## src/rtl/dacss_defs.vh

```
/*
 * Constants for the accumulator store path and barrel shifter:
 * widths, operation codes, rounding and saturation values.
 * Assumes it is included by bare name from every design file.
 */
`ifndef DACSS_DEFS_VH
`define DACSS_DEFS_VH

`define DACSS_ACC_W 40
`define DACSS_WORD_W 16
`define DACSS_OP_W 4
`define DACSS_SHAMT_W 6

// operation codes presented by instruction decode
`define DACSS_OP_NONE 4'h0
`define DACSS_OP_STORE_TRUNC 4'h1
`define DACSS_OP_STORE_ROUND 4'h2
`define DACSS_OP_MAC 4'h3
`define DACSS_OP_PLAIN_MULTIPLY 4'h4
`define DACSS_OP_NEGATED_MULTIPLY 4'h5
`define DACSS_OP_SQUARED_DISTANCE 4'h6
`define DACSS_OP_SQUARED_DISTANCE_ACC 4'h7
`define DACSS_OP_SHIFT_ACC 4'h8
`define DACSS_OP_SHIFT_XBUS 4'h9

// write-back addressing modes
`define DACSS_WB_DIRECT 1'b0
`define DACSS_WB_POSTINC 1'b1

// round and saturation values
`define DACSS_ROUND_HALF 16'h8000
`define DACSS_SAT_POS 16'h7FFF
`define DACSS_SAT_NEG 16'h8000
`define DACSS_ACC_SIGN_BIT 39
`define DACSS_HI_MSB 31
`define DACSS_HI_LSB 16
`define DACSS_RANGE_MSB 23
`define DACSS_RANGE_LSB 15

// pointer and shifter
`define DACSS_PTR_STEP 16'h0002
`define DACSS_PTR_RESET 16'h0000
`define DACSS_SHIFT_MAX 6'h10
`define DACSS_XR_LSB 16

`endif

```

## src/rtl/dacss_round_sat.v

```verilog
/*
 * Combinational round logic followed by data space write saturation.
 * Assumes the caller registers the result; reads the accumulator only.
 */
`timescale 1ns/1ps
`include "dacss_defs.vh"

module dacss_round_sat (
    input wire [`DACSS_ACC_W-1:0] acc_in,
    input wire round_en,
    input wire round_mode_select,
    input wire data_write_saturate_enable,
    output reg [`DACSS_WORD_W-1:0] word_out,
    output wire round_ovf,
    output wire sat_hit
);
    wire [15:0] low_word;
    wire half_exact;
    wire inc;
    wire [24:0] sum;
    wire [23:0] rounded;
    wire sign;
    wire out_of_range;

    assign low_word = acc_in[15:0];
    assign half_exact = (low_word == `DACSS_ROUND_HALF);
    // convergent mode only differs on an exact half: then bit 16 decides
    assign inc = round_en & low_word[15] &
                 (~round_mode_select | ~half_exact | acc_in[`DACSS_HI_LSB]);
    assign sum = {1'b0, acc_in[`DACSS_ACC_SIGN_BIT:`DACSS_HI_LSB]} + {24'h000000, inc};
    assign rounded = sum[23:0];
    assign sign = acc_in[`DACSS_ACC_SIGN_BIT];
    // a positive source that the round adder carried into bit 23 has wrapped
    assign round_ovf = ~sign & rounded[`DACSS_RANGE_MSB];
    assign out_of_range = round_ovf |
        (rounded[`DACSS_RANGE_MSB:`DACSS_RANGE_LSB] != {9{sign}});
    assign sat_hit = data_write_saturate_enable & out_of_range;

    always @* begin
        word_out = rounded[15:0];
        if (sat_hit) begin
            word_out = sign ? `DACSS_SAT_NEG : `DACSS_SAT_POS;
        end
    end
endmodule // dacss_round_sat

```

## src/rtl/dacss_top.v

```verilog
/*
 * Accumulator store path and 40-bit barrel shifter of the signal
 * processing engine: stores, multiply-accumulate write-back with the
 * write-back pointer, round, write saturation and single-cycle shifts.
 * Assumes instruction decode presents one operation per cycle with
 * op_valid, synchronous to clock, and takes X bus writes from the
 * registered outputs one cycle later.
 */
`timescale 1ns/1ps
`include "dacss_defs.vh"

// Overview of operation
// - mac-class ops except multiply, negated, distance forms may write back
// - direct write-back puts rounded non-target high word into pointer register
// - post-increment write-back stores at pointer address, then pointer plus two
// - round is combinational, conventional or convergent by round mode select
// - without rounding, high word is stored truncated, low word dropped
// - conventional: low word 0x8000..0xFFFF increments high word, else unchanged
// - convergent: low word exactly 0x8000 increments only if bit 16 set
// - truncating and rounding stores write target accumulator through saturation
// - mac-class write-back is always rounded before saturation
// - round logic hands the 24-bit rounded accumulator bits 39..16 to saturation
// - write saturation changes memory and pointer write-back data only, never the accumulator
// - saturation uses source and round adder overflow to pick output
// - saturating, input above 0x007FFF becomes 0x7FFF
// - saturating, input below 0xFF8000 becomes 0x8000
// - operand sign comes from accumulator bit 39
// - saturation disabled passes the value unchanged
// - single-cycle shifts up to 16 right or left from accumulator or X bus
// - signed amount: positive right, negative left, zero unchanged
// - 40-bit datapath: 40-bit accumulator result, 16-bit general result
// - X data enters at bits 16..31 for right, 0..15 for left shifts
module dacss_top #(
    parameter ACC_W = `DACSS_ACC_W,
    parameter WORD_W = `DACSS_WORD_W
) (
    input wire clock,
    input wire rst_n,
    input wire op_valid,
    input wire [`DACSS_OP_W-1:0] op_code,
    input wire acc_sel,
    input wire wb_request,
    input wire wb_mode,
    input wire [ACC_W-1:0] acc_a,
    input wire [ACC_W-1:0] acc_b,
    input wire [WORD_W-1:0] xbus_rdata,
    input wire [WORD_W-1:0] store_addr,
    input wire round_mode_select,
    input wire data_write_saturate_enable,
    input wire [`DACSS_SHAMT_W-1:0] shift_amount,
    input wire shift_arith,
    input wire ptr_load,
    input wire [WORD_W-1:0] ptr_load_data,
    output reg [WORD_W-1:0] writeback_pointer_reg_q,
    output reg xbus_wr_q,
    output reg [WORD_W-1:0] xbus_waddr_q,
    output reg [WORD_W-1:0] xbus_wdata_q,
    output reg store_sat_q,
    output reg round_ovf_q,
    output reg wb_refused_q,
    output reg [ACC_W-1:0] shift_acc_q,
    output reg [WORD_W-1:0] shift_word_q,
    output reg shift_done_q
);

    // clamps a signed amount to a magnitude of at most sixteen
    function [5:0] shift_mag;
        input [5:0] amt;
        reg [5:0] m;
        begin
            m = amt[5] ? (6'h00 - amt) : amt;
            if (m > `DACSS_SHIFT_MAX) begin
                m = `DACSS_SHIFT_MAX;
            end
            shift_mag = m;
        end
    endfunction

    // one 40-bit barrel shift, used for both accumulator and X bus sources
    function [39:0] shift40;
        input [39:0] v;
        input [5:0] amt;
        input arith;
        reg [5:0] m;
        begin
            m = shift_mag(amt);
            if (amt == 6'h00) begin
                shift40 = v;
            end else if (!amt[5]) begin
                if (arith) begin
                    shift40 = $signed(v) >>> m;
                end else begin
                    shift40 = v >> m;
                end
            end else begin
                shift40 = v << m;
            end
        end
    endfunction

    reg [ACC_W-1:0] store_src;
    reg store_round;
    reg do_store;
    reg do_wb;
    reg is_excluded;
    reg [ACC_W-1:0] x_operand;
    reg [ACC_W-1:0] shift_src;
    reg [ACC_W-1:0] shift_res;
    reg [WORD_W-1:0] ptr_d;
    reg wr_d;
    reg [WORD_W-1:0] waddr_d;
    reg [WORD_W-1:0] wdata_d;
    wire [WORD_W-1:0] store_word;
    wire store_ovf;
    wire store_sat;
    wire [ACC_W-1:0] target_acc;
    wire [ACC_W-1:0] other_acc;

    assign target_acc = acc_sel ? acc_b : acc_a;
    assign other_acc = acc_sel ? acc_a : acc_b;

    // operation decode
    always @* begin
        is_excluded = 1'b0;
        do_store = 1'b0;
        do_wb = 1'b0;
        store_round = 1'b0;
        store_src = target_acc;
        if (op_valid) begin
            case (op_code)
                `DACSS_OP_STORE_TRUNC: begin
                    do_store = 1'b1;
                    store_round = 1'b0;
                end
                `DACSS_OP_STORE_ROUND: begin
                    do_store = 1'b1;
                    store_round = 1'b1;
                end
                `DACSS_OP_MAC: begin
                    do_wb = wb_request;
                    store_round = 1'b1;
                    store_src = other_acc;
                end
                `DACSS_OP_PLAIN_MULTIPLY,
                `DACSS_OP_NEGATED_MULTIPLY,
                `DACSS_OP_SQUARED_DISTANCE,
                `DACSS_OP_SQUARED_DISTANCE_ACC: begin
                    is_excluded = wb_request;
                end
                default: begin
                    is_excluded = 1'b0;
                end
            endcase
        end
    end

    // the accumulators are inputs only, so saturating a store cannot touch them
    dacss_round_sat u_round_sat (
        .acc_in(store_src),
        .round_en(store_round),
        .round_mode_select(round_mode_select),
        .data_write_saturate_enable(data_write_saturate_enable),
        .word_out(store_word),
        .round_ovf(store_ovf),
        .sat_hit(store_sat)
    );

    // write-back pointer and X bus write selection
    always @* begin
        ptr_d = writeback_pointer_reg_q;
        wr_d = 1'b0;
        waddr_d = xbus_waddr_q;
        wdata_d = xbus_wdata_q;
        // a core load loses to a write-back in the same cycle
        if (ptr_load) begin
            ptr_d = ptr_load_data;
        end
        if (do_store) begin
            wr_d = 1'b1;
            waddr_d = store_addr;
            wdata_d = store_word;
        end else if (do_wb) begin
            if (wb_mode == `DACSS_WB_DIRECT) begin
                ptr_d = store_word;
            end else begin
                wr_d = 1'b1;
                waddr_d = writeback_pointer_reg_q;
                wdata_d = store_word;
                ptr_d = writeback_pointer_reg_q + `DACSS_PTR_STEP;
            end
        end
    end

    // X bus data lands at bits 31:16 for right shifts, 15:0 for left shifts
    always @* begin
        if (!shift_amount[5]) begin
            x_operand = {{8{shift_arith & xbus_rdata[15]}}, xbus_rdata,
                         16'h0000};
        end else begin
            x_operand = {24'h000000, xbus_rdata};
        end
        if (op_code == `DACSS_OP_SHIFT_XBUS) begin
            shift_src = x_operand;
        end else begin
            shift_src = target_acc;
        end
        shift_res = shift40(shift_src, shift_amount, shift_arith);
    end

    // pointer register
    always @(posedge clock) begin
        if (!rst_n) begin
            writeback_pointer_reg_q <= `DACSS_PTR_RESET;
        end else begin
            writeback_pointer_reg_q <= ptr_d;
        end
    end

    // X bus write port, one-cycle strobe with held address and data
    always @(posedge clock) begin
        if (!rst_n) begin
            xbus_wr_q <= 1'b0;
            xbus_waddr_q <= 16'h0000;
            xbus_wdata_q <= 16'h0000;
        end else begin
            xbus_wr_q <= wr_d;
            xbus_waddr_q <= waddr_d;
            xbus_wdata_q <= wdata_d;
        end
    end

    // status of the most recent store or write-back, held until the next one
    always @(posedge clock) begin
        if (!rst_n) begin
            store_sat_q <= 1'b0;
            round_ovf_q <= 1'b0;
        end else if (do_store | do_wb) begin
            store_sat_q <= store_sat;
            round_ovf_q <= store_ovf;
        end
    end

    // a write-back asked of a multiply, negated or distance op is dropped and flagged
    always @(posedge clock) begin
        if (!rst_n) begin
            wb_refused_q <= 1'b0;
        end else begin
            wb_refused_q <= is_excluded;
        end
    end

    // shifter results, each held until the next shift of its own source; done strobe lasts one cycle
    always @(posedge clock) begin
        if (!rst_n) begin
            shift_acc_q <= 40'h0000000000;
            shift_word_q <= 16'h0000;
            shift_done_q <= 1'b0;
        end else begin
            shift_done_q <= 1'b0;
            if (op_valid && op_code == `DACSS_OP_SHIFT_ACC) begin
                shift_acc_q <= shift_res;
                shift_done_q <= 1'b1;
            end else if (op_valid && op_code == `DACSS_OP_SHIFT_XBUS) begin
                shift_done_q <= 1'b1;
                if (!shift_amount[5]) begin
                    shift_word_q <= shift_res[31:16];
                end else begin
                    shift_word_q <= shift_res[15:0];
                end
            end
        end
    end

endmodule // dacss_top

```

## config.mk

```make
export PLATFORM = sky130hd
export DESIGN_NAME = dacss_top
export DESIGN_NICKNAME = d
export VERILOG_FILES = /design/src/rtl/dacss_round_sat.v /design/src/rtl/dacss_top.v
export VERILOG_INCLUDE_DIRS = /design/src /design/src/rtl
export SDC_FILE = /design/constraint.sdc
export NUM_CORES = 1
export LEC_CHECK = 0
export ABC_CLOCK_PERIOD_IN_PS = 14200
export BUFFER_PORTS_ARGS = -buffer_cell sky130_fd_sc_hd__buf_2
export CAP_MARGIN = 20
export CORE_MARGIN = 3
export CORE_UTILIZATION = 50
export CTS_CLUSTER_DIAMETER = 120
export CTS_CLUSTER_SIZE = 20
export DETAILED_ROUTE_END_ITERATION = 7
export HOLD_SLACK_MARGIN = 0.12
export PLACE_DENSITY = 0.73
export SYNTH_ARGS = -nofsm -noshare
export SYNTH_HDL_FRONTEND = slang
export SYNTH_SLANG_ARGS = --single-unit
```

## constraint.sdc

```tcl
create_clock -name clock -period 14.2 [get_ports clock]
set_input_delay 1.42 -clock clock [delete_from_list [all_inputs] [get_ports clock]]
set_output_delay 1.42 -clock clock [all_outputs]
set_load 0.005 [all_outputs]
```

# Yosys cells after proc, flatten, opt, wreduce, memory -nomap -nowiden
# Cells that the tools add are included.
# word_totals
ff_bits	109
output_inout_bits	109
# classes
shifts	3
order_cmp	1
n_eq_ne	11
reduce_logical	11
bitwise	13
addsub	3
mux	35
# ops
operator	count
$mux 40	9
$mux 16	13
$shl 40x6->40	1
$shr 40x6->40	1
$sshr 40x6->40	1
$add 24x1->24	1
$add 16x2->16 const B	1
$eq 16x16->1 const B	1
$eq 4x3->1 const B	4
$mux 6	2
$mux 1	11
$ne 9x9->1	1
$eq 4x2->1 const B	2
$eq 4x4->1 const B	2
$gt 6x5->1 const B	1
$logic_not 6->1	1
$sub 1x6->6 const A	1
$and 1x1->1	5
$eq 4x1->1 const B	1
$not 1->1	4
$or 1x1->1	4
$reduce_and 2->1	2
$reduce_bool 2->1	2
$reduce_or 2->1	2
other kinds (3)	4

# Longest topological paths before layout
# logic_depth
ltp_word	16
ltp_mapped	21
depth_no_buf	16

# Modules after synthesis
# A second synthesis with hierarchy kept.
# hier_totals
hier_cells	1807
hier_area_um2	13095.1
# modules_own_cells
module	area_each_um2	cells_each	instances
dacss_top	12147.9	1670	1
dacss_round_sat	947.2	137	1

# Worst setup path before layout
# Ideal clock, no wire load.
# synth_timing
kind	input to register
start	input port op_code[3]
end	register writeback_pointer_reg_q[5]
cell_stages	20
arrival_ps	5613
path_buffers	4
setup_ps	125
required_ps	14075
slack_ps	8462
cell_sequence	or3b_4 -> o21a_1 -> buf_6 -> nor2_2 -> buf_2 -> buf_2 -> and3_1 -> a31oi_1 -> nor2_1 -> ha_1 -> nand4_1 -> nor4_1 -> nor4b_2 -> nor2_2 -> nor3b_2 -> o31ai_2 -> o221ai_4 -> buf_6 -> a211oi_1 -> o22ai_1
# synth_between
elab_chain_cells	16
elab_cells_between_ends	30
# synth_lines
element	line	text
start, declared	dacss_top.v:40	input wire [`DACSS_OP_W-1:0] op_code,
$eq 4x2->1	dacss_top.v:130	case (op_code)
$mux 40	dacss_top.v:130	
$mux 40	dacss_top.v:129	if (op_valid) begin
$eq 16x16->1 (no source line)	n/a	
$not 1->1	dacss_round_sat.v:29	(~round_mode_select | ~half_exact | acc_in[`DACSS_HI_LSB]);
$or 1x1->1 (2 in series)	dacss_round_sat.v:29	
$and 1x1->1	dacss_round_sat.v:28	assign inc = round_en & low_word[15] &
$add 24x1->24	dacss_round_sat.v:30	assign sum = {1'b0, acc_in[`DACSS_ACC_SIGN_BIT:`DACSS_HI_LSB]} + {24'h000000, inc};
$ne 9x9->1 / $and 1x1->1 (equally long branches)	dacss_round_sat.v:36, dacss_round_sat.v:34	
$or 1x1->1	dacss_round_sat.v:35	assign out_of_range = round_ovf |
$and 1x1->1	dacss_round_sat.v:37	assign sat_hit = data_write_saturate_enable & out_of_range;
$mux 16	dacss_round_sat.v:41	if (sat_hit) begin
$mux 16	dacss_top.v:183	if (wb_mode == `DACSS_WB_DIRECT) begin
$mux 16	dacss_top.v:182	end else if (do_wb) begin
$mux 16 *	dacss_top.v:178	if (do_store) begin
end signal, assigned	dacss_top.v:213	writeback_pointer_reg_q <= `DACSS_PTR_RESET;
end signal, assigned	dacss_top.v:215	writeback_pointer_reg_q <= ptr_d;
end, declared	dacss_top.v:54	output reg [WORD_W-1:0] writeback_pointer_reg_q,
# Every way passes the cells marked *; elsewhere a longest branch is shown, timed or not.
# A chain may end at the register's enable or synchronous reset.

# Worst setup path in the final report
# layout_timing
start	input port op_valid
end	register writeback_pointer_reg_q[2]
# layout_between
elab_chain_cells	14
elab_cells_between_ends	21
# layout_lines
element	line	text
start, declared	dacss_top.v:39	input wire op_valid,
$mux 40	dacss_top.v:129	
$eq 16x16->1 (no source line)	n/a	
$not 1->1	dacss_round_sat.v:29	
$or 1x1->1 (2 in series)	dacss_round_sat.v:29	
$and 1x1->1	dacss_round_sat.v:28	
$add 24x1->24	dacss_round_sat.v:30	
$ne 9x9->1 / $and 1x1->1 (equally long branches)	dacss_round_sat.v:36, dacss_round_sat.v:34	
$or 1x1->1	dacss_round_sat.v:35	
$and 1x1->1	dacss_round_sat.v:37	
$mux 16	dacss_round_sat.v:41	
$mux 16	dacss_top.v:183	
$mux 16	dacss_top.v:182	
$mux 16 *	dacss_top.v:178	
# Marks and branches as above.

==> impl_metrics.env <==
export IMPL_outcome="finished, final reports clean"
export IMPL_cap_violations=0
export IMPL_fillCellCount=2447
export IMPL_relSlewSlack=0.1441
export IMPL_io_pins=257
export IMPL_worstHoldPathCells=1
export IMPL_p_sw_mw=0.5301
export IMPL_finalNonFillerCells=2271
export IMPL_via_per_inst=7.157
export IMPL_holdBufCountCts=0
export IMPL_critical_path_class="primary input to flop"
export IMPL_ant_nets=0
export IMPL_wl_per_cell_um=30.23
export IMPL_synth_seq_area_share=0.1663
export IMPL_hold_viol=0
export IMPL_tightestPinTransition_ps=1248
export IMPL_p_leak_nw=6.442
export IMPL_cts_resized=0
export IMPL_cp_end_kind="flop"
export IMPL_power_frac_comb=0.499
export IMPL_seqPwrFrac=0.282
export IMPL_htree_levels=3
export IMPL_syn_avg_cell_area_um2=7.419
export IMPL_layout_setup_ws_ps=7860
export IMPL_num_vias=16254
export IMPL_cp_num_buf_inv=2
export IMPL_cp_data_arrival_time_ps=6600
export IMPL_grt_overflow=0
export IMPL_cts_root_buf="clkbuf_16"
export IMPL_antenna_found_initial=2
export IMPL_ys_types=110
export IMPL_fin_tns_setup_ps=0
export IMPL_fp_coreArea_um2=25470
export IMPL_synth_edf_count=0
export IMPL_place_ws_ps=7609
export IMPL_dr_pass1_iters=8
export IMPL_clock_power_share=0.219
export IMPL_cp_top_family="simple AND/OR/NAND/NOR gates"
export IMPL_finalMaxSlewViolations=0
export IMPL_cts_sinks=109
export IMPL_rsz0062_at_grt="no"
export IMPL_grt_pass1_wl_um=99550
export IMPL_cts_setup_buffers=0
export IMPL_syn_num_nets=1920
export IMPL_irDropWorstVdd_mv=0.06675
export IMPL_post_route_period_util=0.4465
export IMPL_post_route_min_period_ps=6340
export IMPL_worst_clock_skew_ps=9.291
export IMPL_postRouteWirelength_um=68640
export IMPL_grt_pass1_vias=15068
export IMPL_r2r_cells=9
export IMPL_crit_slowest_cell="nor2_2"
export IMPL_cp_start_kind="primary input"
export IMPL_synthesis_area_um2=13120
export IMPL_fin_nets=2087
export IMPL_ys_warn_count=0
export IMPL_final_common_cell="buf_2"
export IMPL_numCtsBuffers=9
export IMPL_die_x_um=168.0
export IMPL_setup_viol=0
export IMPL_area_growth_pct=12.99
export IMPL_grt_start_max_net_pins=72
export IMPL_crit_required_ps=14460
export IMPL_path_cells="buf_2, or3b_4, o21a_1, nor2_2, buf_4, and3_1, a31oi_1, nor2_1, ha_1, nand4_1, nor4_1, nor4b_2, nor2_2, nor3b_2, o31ai_2, o21a_1, nor3_2, a2111oi_2"
export IMPL_placed_area_um2=14530
export IMPL_fp_row_count=58
export IMPL_synth_flop_cell="dfxtp_1"
export IMPL_slowest_delay_ps=500
export IMPL_drive_gt1_frac=0.2222
export IMPL_sw_frac_of_total=0.4587
export IMPL_synthCells=1769
export IMPL_power_density_nw_per_um2=77.93
export IMPL_final_area_um2=14830
export IMPL_cp_depth=18
export IMPL_layout_common_cells="256 x buf_2, 245 x mux2i_1, 216 x nand2_1"
export IMPL_grt_usage=0.4612
export IMPL_dp_hpwl_um=51520
export IMPL_die_h_um=168.0
export IMPL_cts_buffer_depth=2
export IMPL_cts_reportedPaths_clkPinSlew_ps=80
export IMPL_cts_tree="done"
export IMPL_async_flop_share=0
export IMPL_hp_class="flop to flop"
export IMPL_place_congestion=1.103
export IMPL_io_buffer_count=256
export IMPL_insertion_delay_ps=360
export IMPL_drtIter0Drc=2258
export IMPL_fmax_ghz=0.1577
export IMPL_whs_ps=464.0
export IMPL_worstPathMaxFanout=18
export IMPL_ys_seq_elements=109
export IMPL_placed_cells=2254
export IMPL_die_area_um2=28230
export IMPL_drcViolationCount=0
export IMPL_initial_utilization=0.5152
export IMPL_p_int_mw=0.6256
[cell type report]
type,count,area (um^2),area share
multi-input combinational,1497,10250,0.6910
sequential,109,2182,0.1471
timing repair buffer,304,1642,0.1107
tap,330,412.9,0.02784
clock buffer,9,225.2,0.01519
clock inverter,6,61.31,0.004134
inverter,15,56.30,0.003797
antenna,1,2.502,0.0001687
[routing by layer]
layer,part of all wire,vias up,track usage,wire length [um]
met3,0.13,321,0.1247,9247
met1,0.35,7580,0.5675,24340
met5,0.00016,-,0,11
met2,0.43,1344,0.7274,29720
met4,0.078,2,0.2640,5333
li1,-,7007,-,-
[synthesized netlist by cell type, types with 8 or more instances]
master | instances | area (um^2)
clkbuf_1 | 74 | 277.8
nand2_1 | 216 | 810.8
buf_6 | 9 | 101.4
o21ai_0 | 127 | 635.6
nand2b_1 | 20 | 125.1
a311oi_1 | 23 | 201.4
buf_2 | 43 | 215.2
inv_1 | 13 | 48.80
a211oi_1 | 46 | 345.3
buf_4 | 13 | 97.59
nand4_1 | 15 | 93.84
a21oi_1 | 110 | 550.5
and2_1 | 9 | 56.30
a221oi_1 | 10 | 87.58
or3_1 | 10 | 62.56
nor2_1 | 172 | 645.6
o211ai_1 | 35 | 262.8
o31ai_1 | 16 | 120.1
o2111ai_1 | 8 | 70.07
o21ai_1 | 10 | 50.05
mux2_2 | 48 | 540.5
nor4_1 | 14 | 87.58
o221ai_1 | 13 | 113.9
nor3_1 | 27 | 135.1
mux2i_1 | 246 | 2462
xnor2_1 | 22 | 192.7
xor2_1 | 20 | 175.2
and3_1 | 19 | 118.9
buf_1 | 8 | 30.03
o22ai_1 | 18 | 112.6
a31oi_1 | 19 | 118.9
nand3_1 | 63 | 315.3
a21o_1 | 8 | 60.06
dfxtp_1 | 109 | 2182
[power groups by stage]
stage                     sequential [mW]  combinational (mW)  clock (mW)
after floorplan                     0.330               0.337           0
after global placement              0.332               0.542           0
after detailed placement            0.333               0.542           0
after CTS                           0.325               0.544       0.251
after global routing                0.327               0.595       0.264
final                               0.326               0.576       0.254
[stage by stage]
| stage | util | total power [mW] |
|---|---|---|
| after floorplan | - | 0.6667 |
| after global placement | 0.5702 | 0.8749 |
| after detailed placement | 0.5705 | 0.8744 |
| after CTS | 0.5818 | 1.121 |
| after global routing | 0.5821 | 1.186 |
| final | 0.5822 | 1.156 |
[flip-flops by register name, summed over array words and instances, names as in the netlist]
register	count
shift_done_q	1
store_sat_q	1
xbus_waddr_q	16
xbus_wdata_q	16
shift_acc_q	40
round_ovf_q	1
shift_word_q	16
wb_refused_q	1
xbus_wr_q	1
writeback_pointer_reg_q	16
[worst reg2reg max path: stages, from the launching register on]
cell     delay, ps
dfxtp_1        480
and3_1         230
and3_1         210
nand2_1         70
nor2_1         200
and3_1         230
xnor2_1        130
o22ai_1        120
a211o_1        310
o211a_1        120
[cell families after synthesis]
group / after synthesis / synth area share
fa+ha+maj: 3 / 0.002860
simple gates: 613 / 0.2198
flops: 109 / 0.1663
compound gates: 537 / 0.2816
xor+xnor: 42 / 0.02803
buf+inv: 163 / 0.05968
mux: 302 / 0.2417
[worst paths after layout]
check | to | startpoint | slack, ps
max reg2reg | writeback_pointer_reg_q[12]$_SDFF_PN0_ | writeback_pointer_reg_q[4]$_SDFF_PN0_ | 12000
max | writeback_pointer_reg_q[2]$_SDFF_PN0_ | op_valid | 7860
min reg2reg | shift_acc_q[19]$_SDFFE_PN0P_ | shift_acc_q[19]$_SDFFE_PN0P_ | 460
min | shift_acc_q[19]$_SDFFE_PN0P_ | shift_acc_q[19]$_SDFFE_PN0P_ | 460
Note: power is estimated with default switching activity, not from simulation.
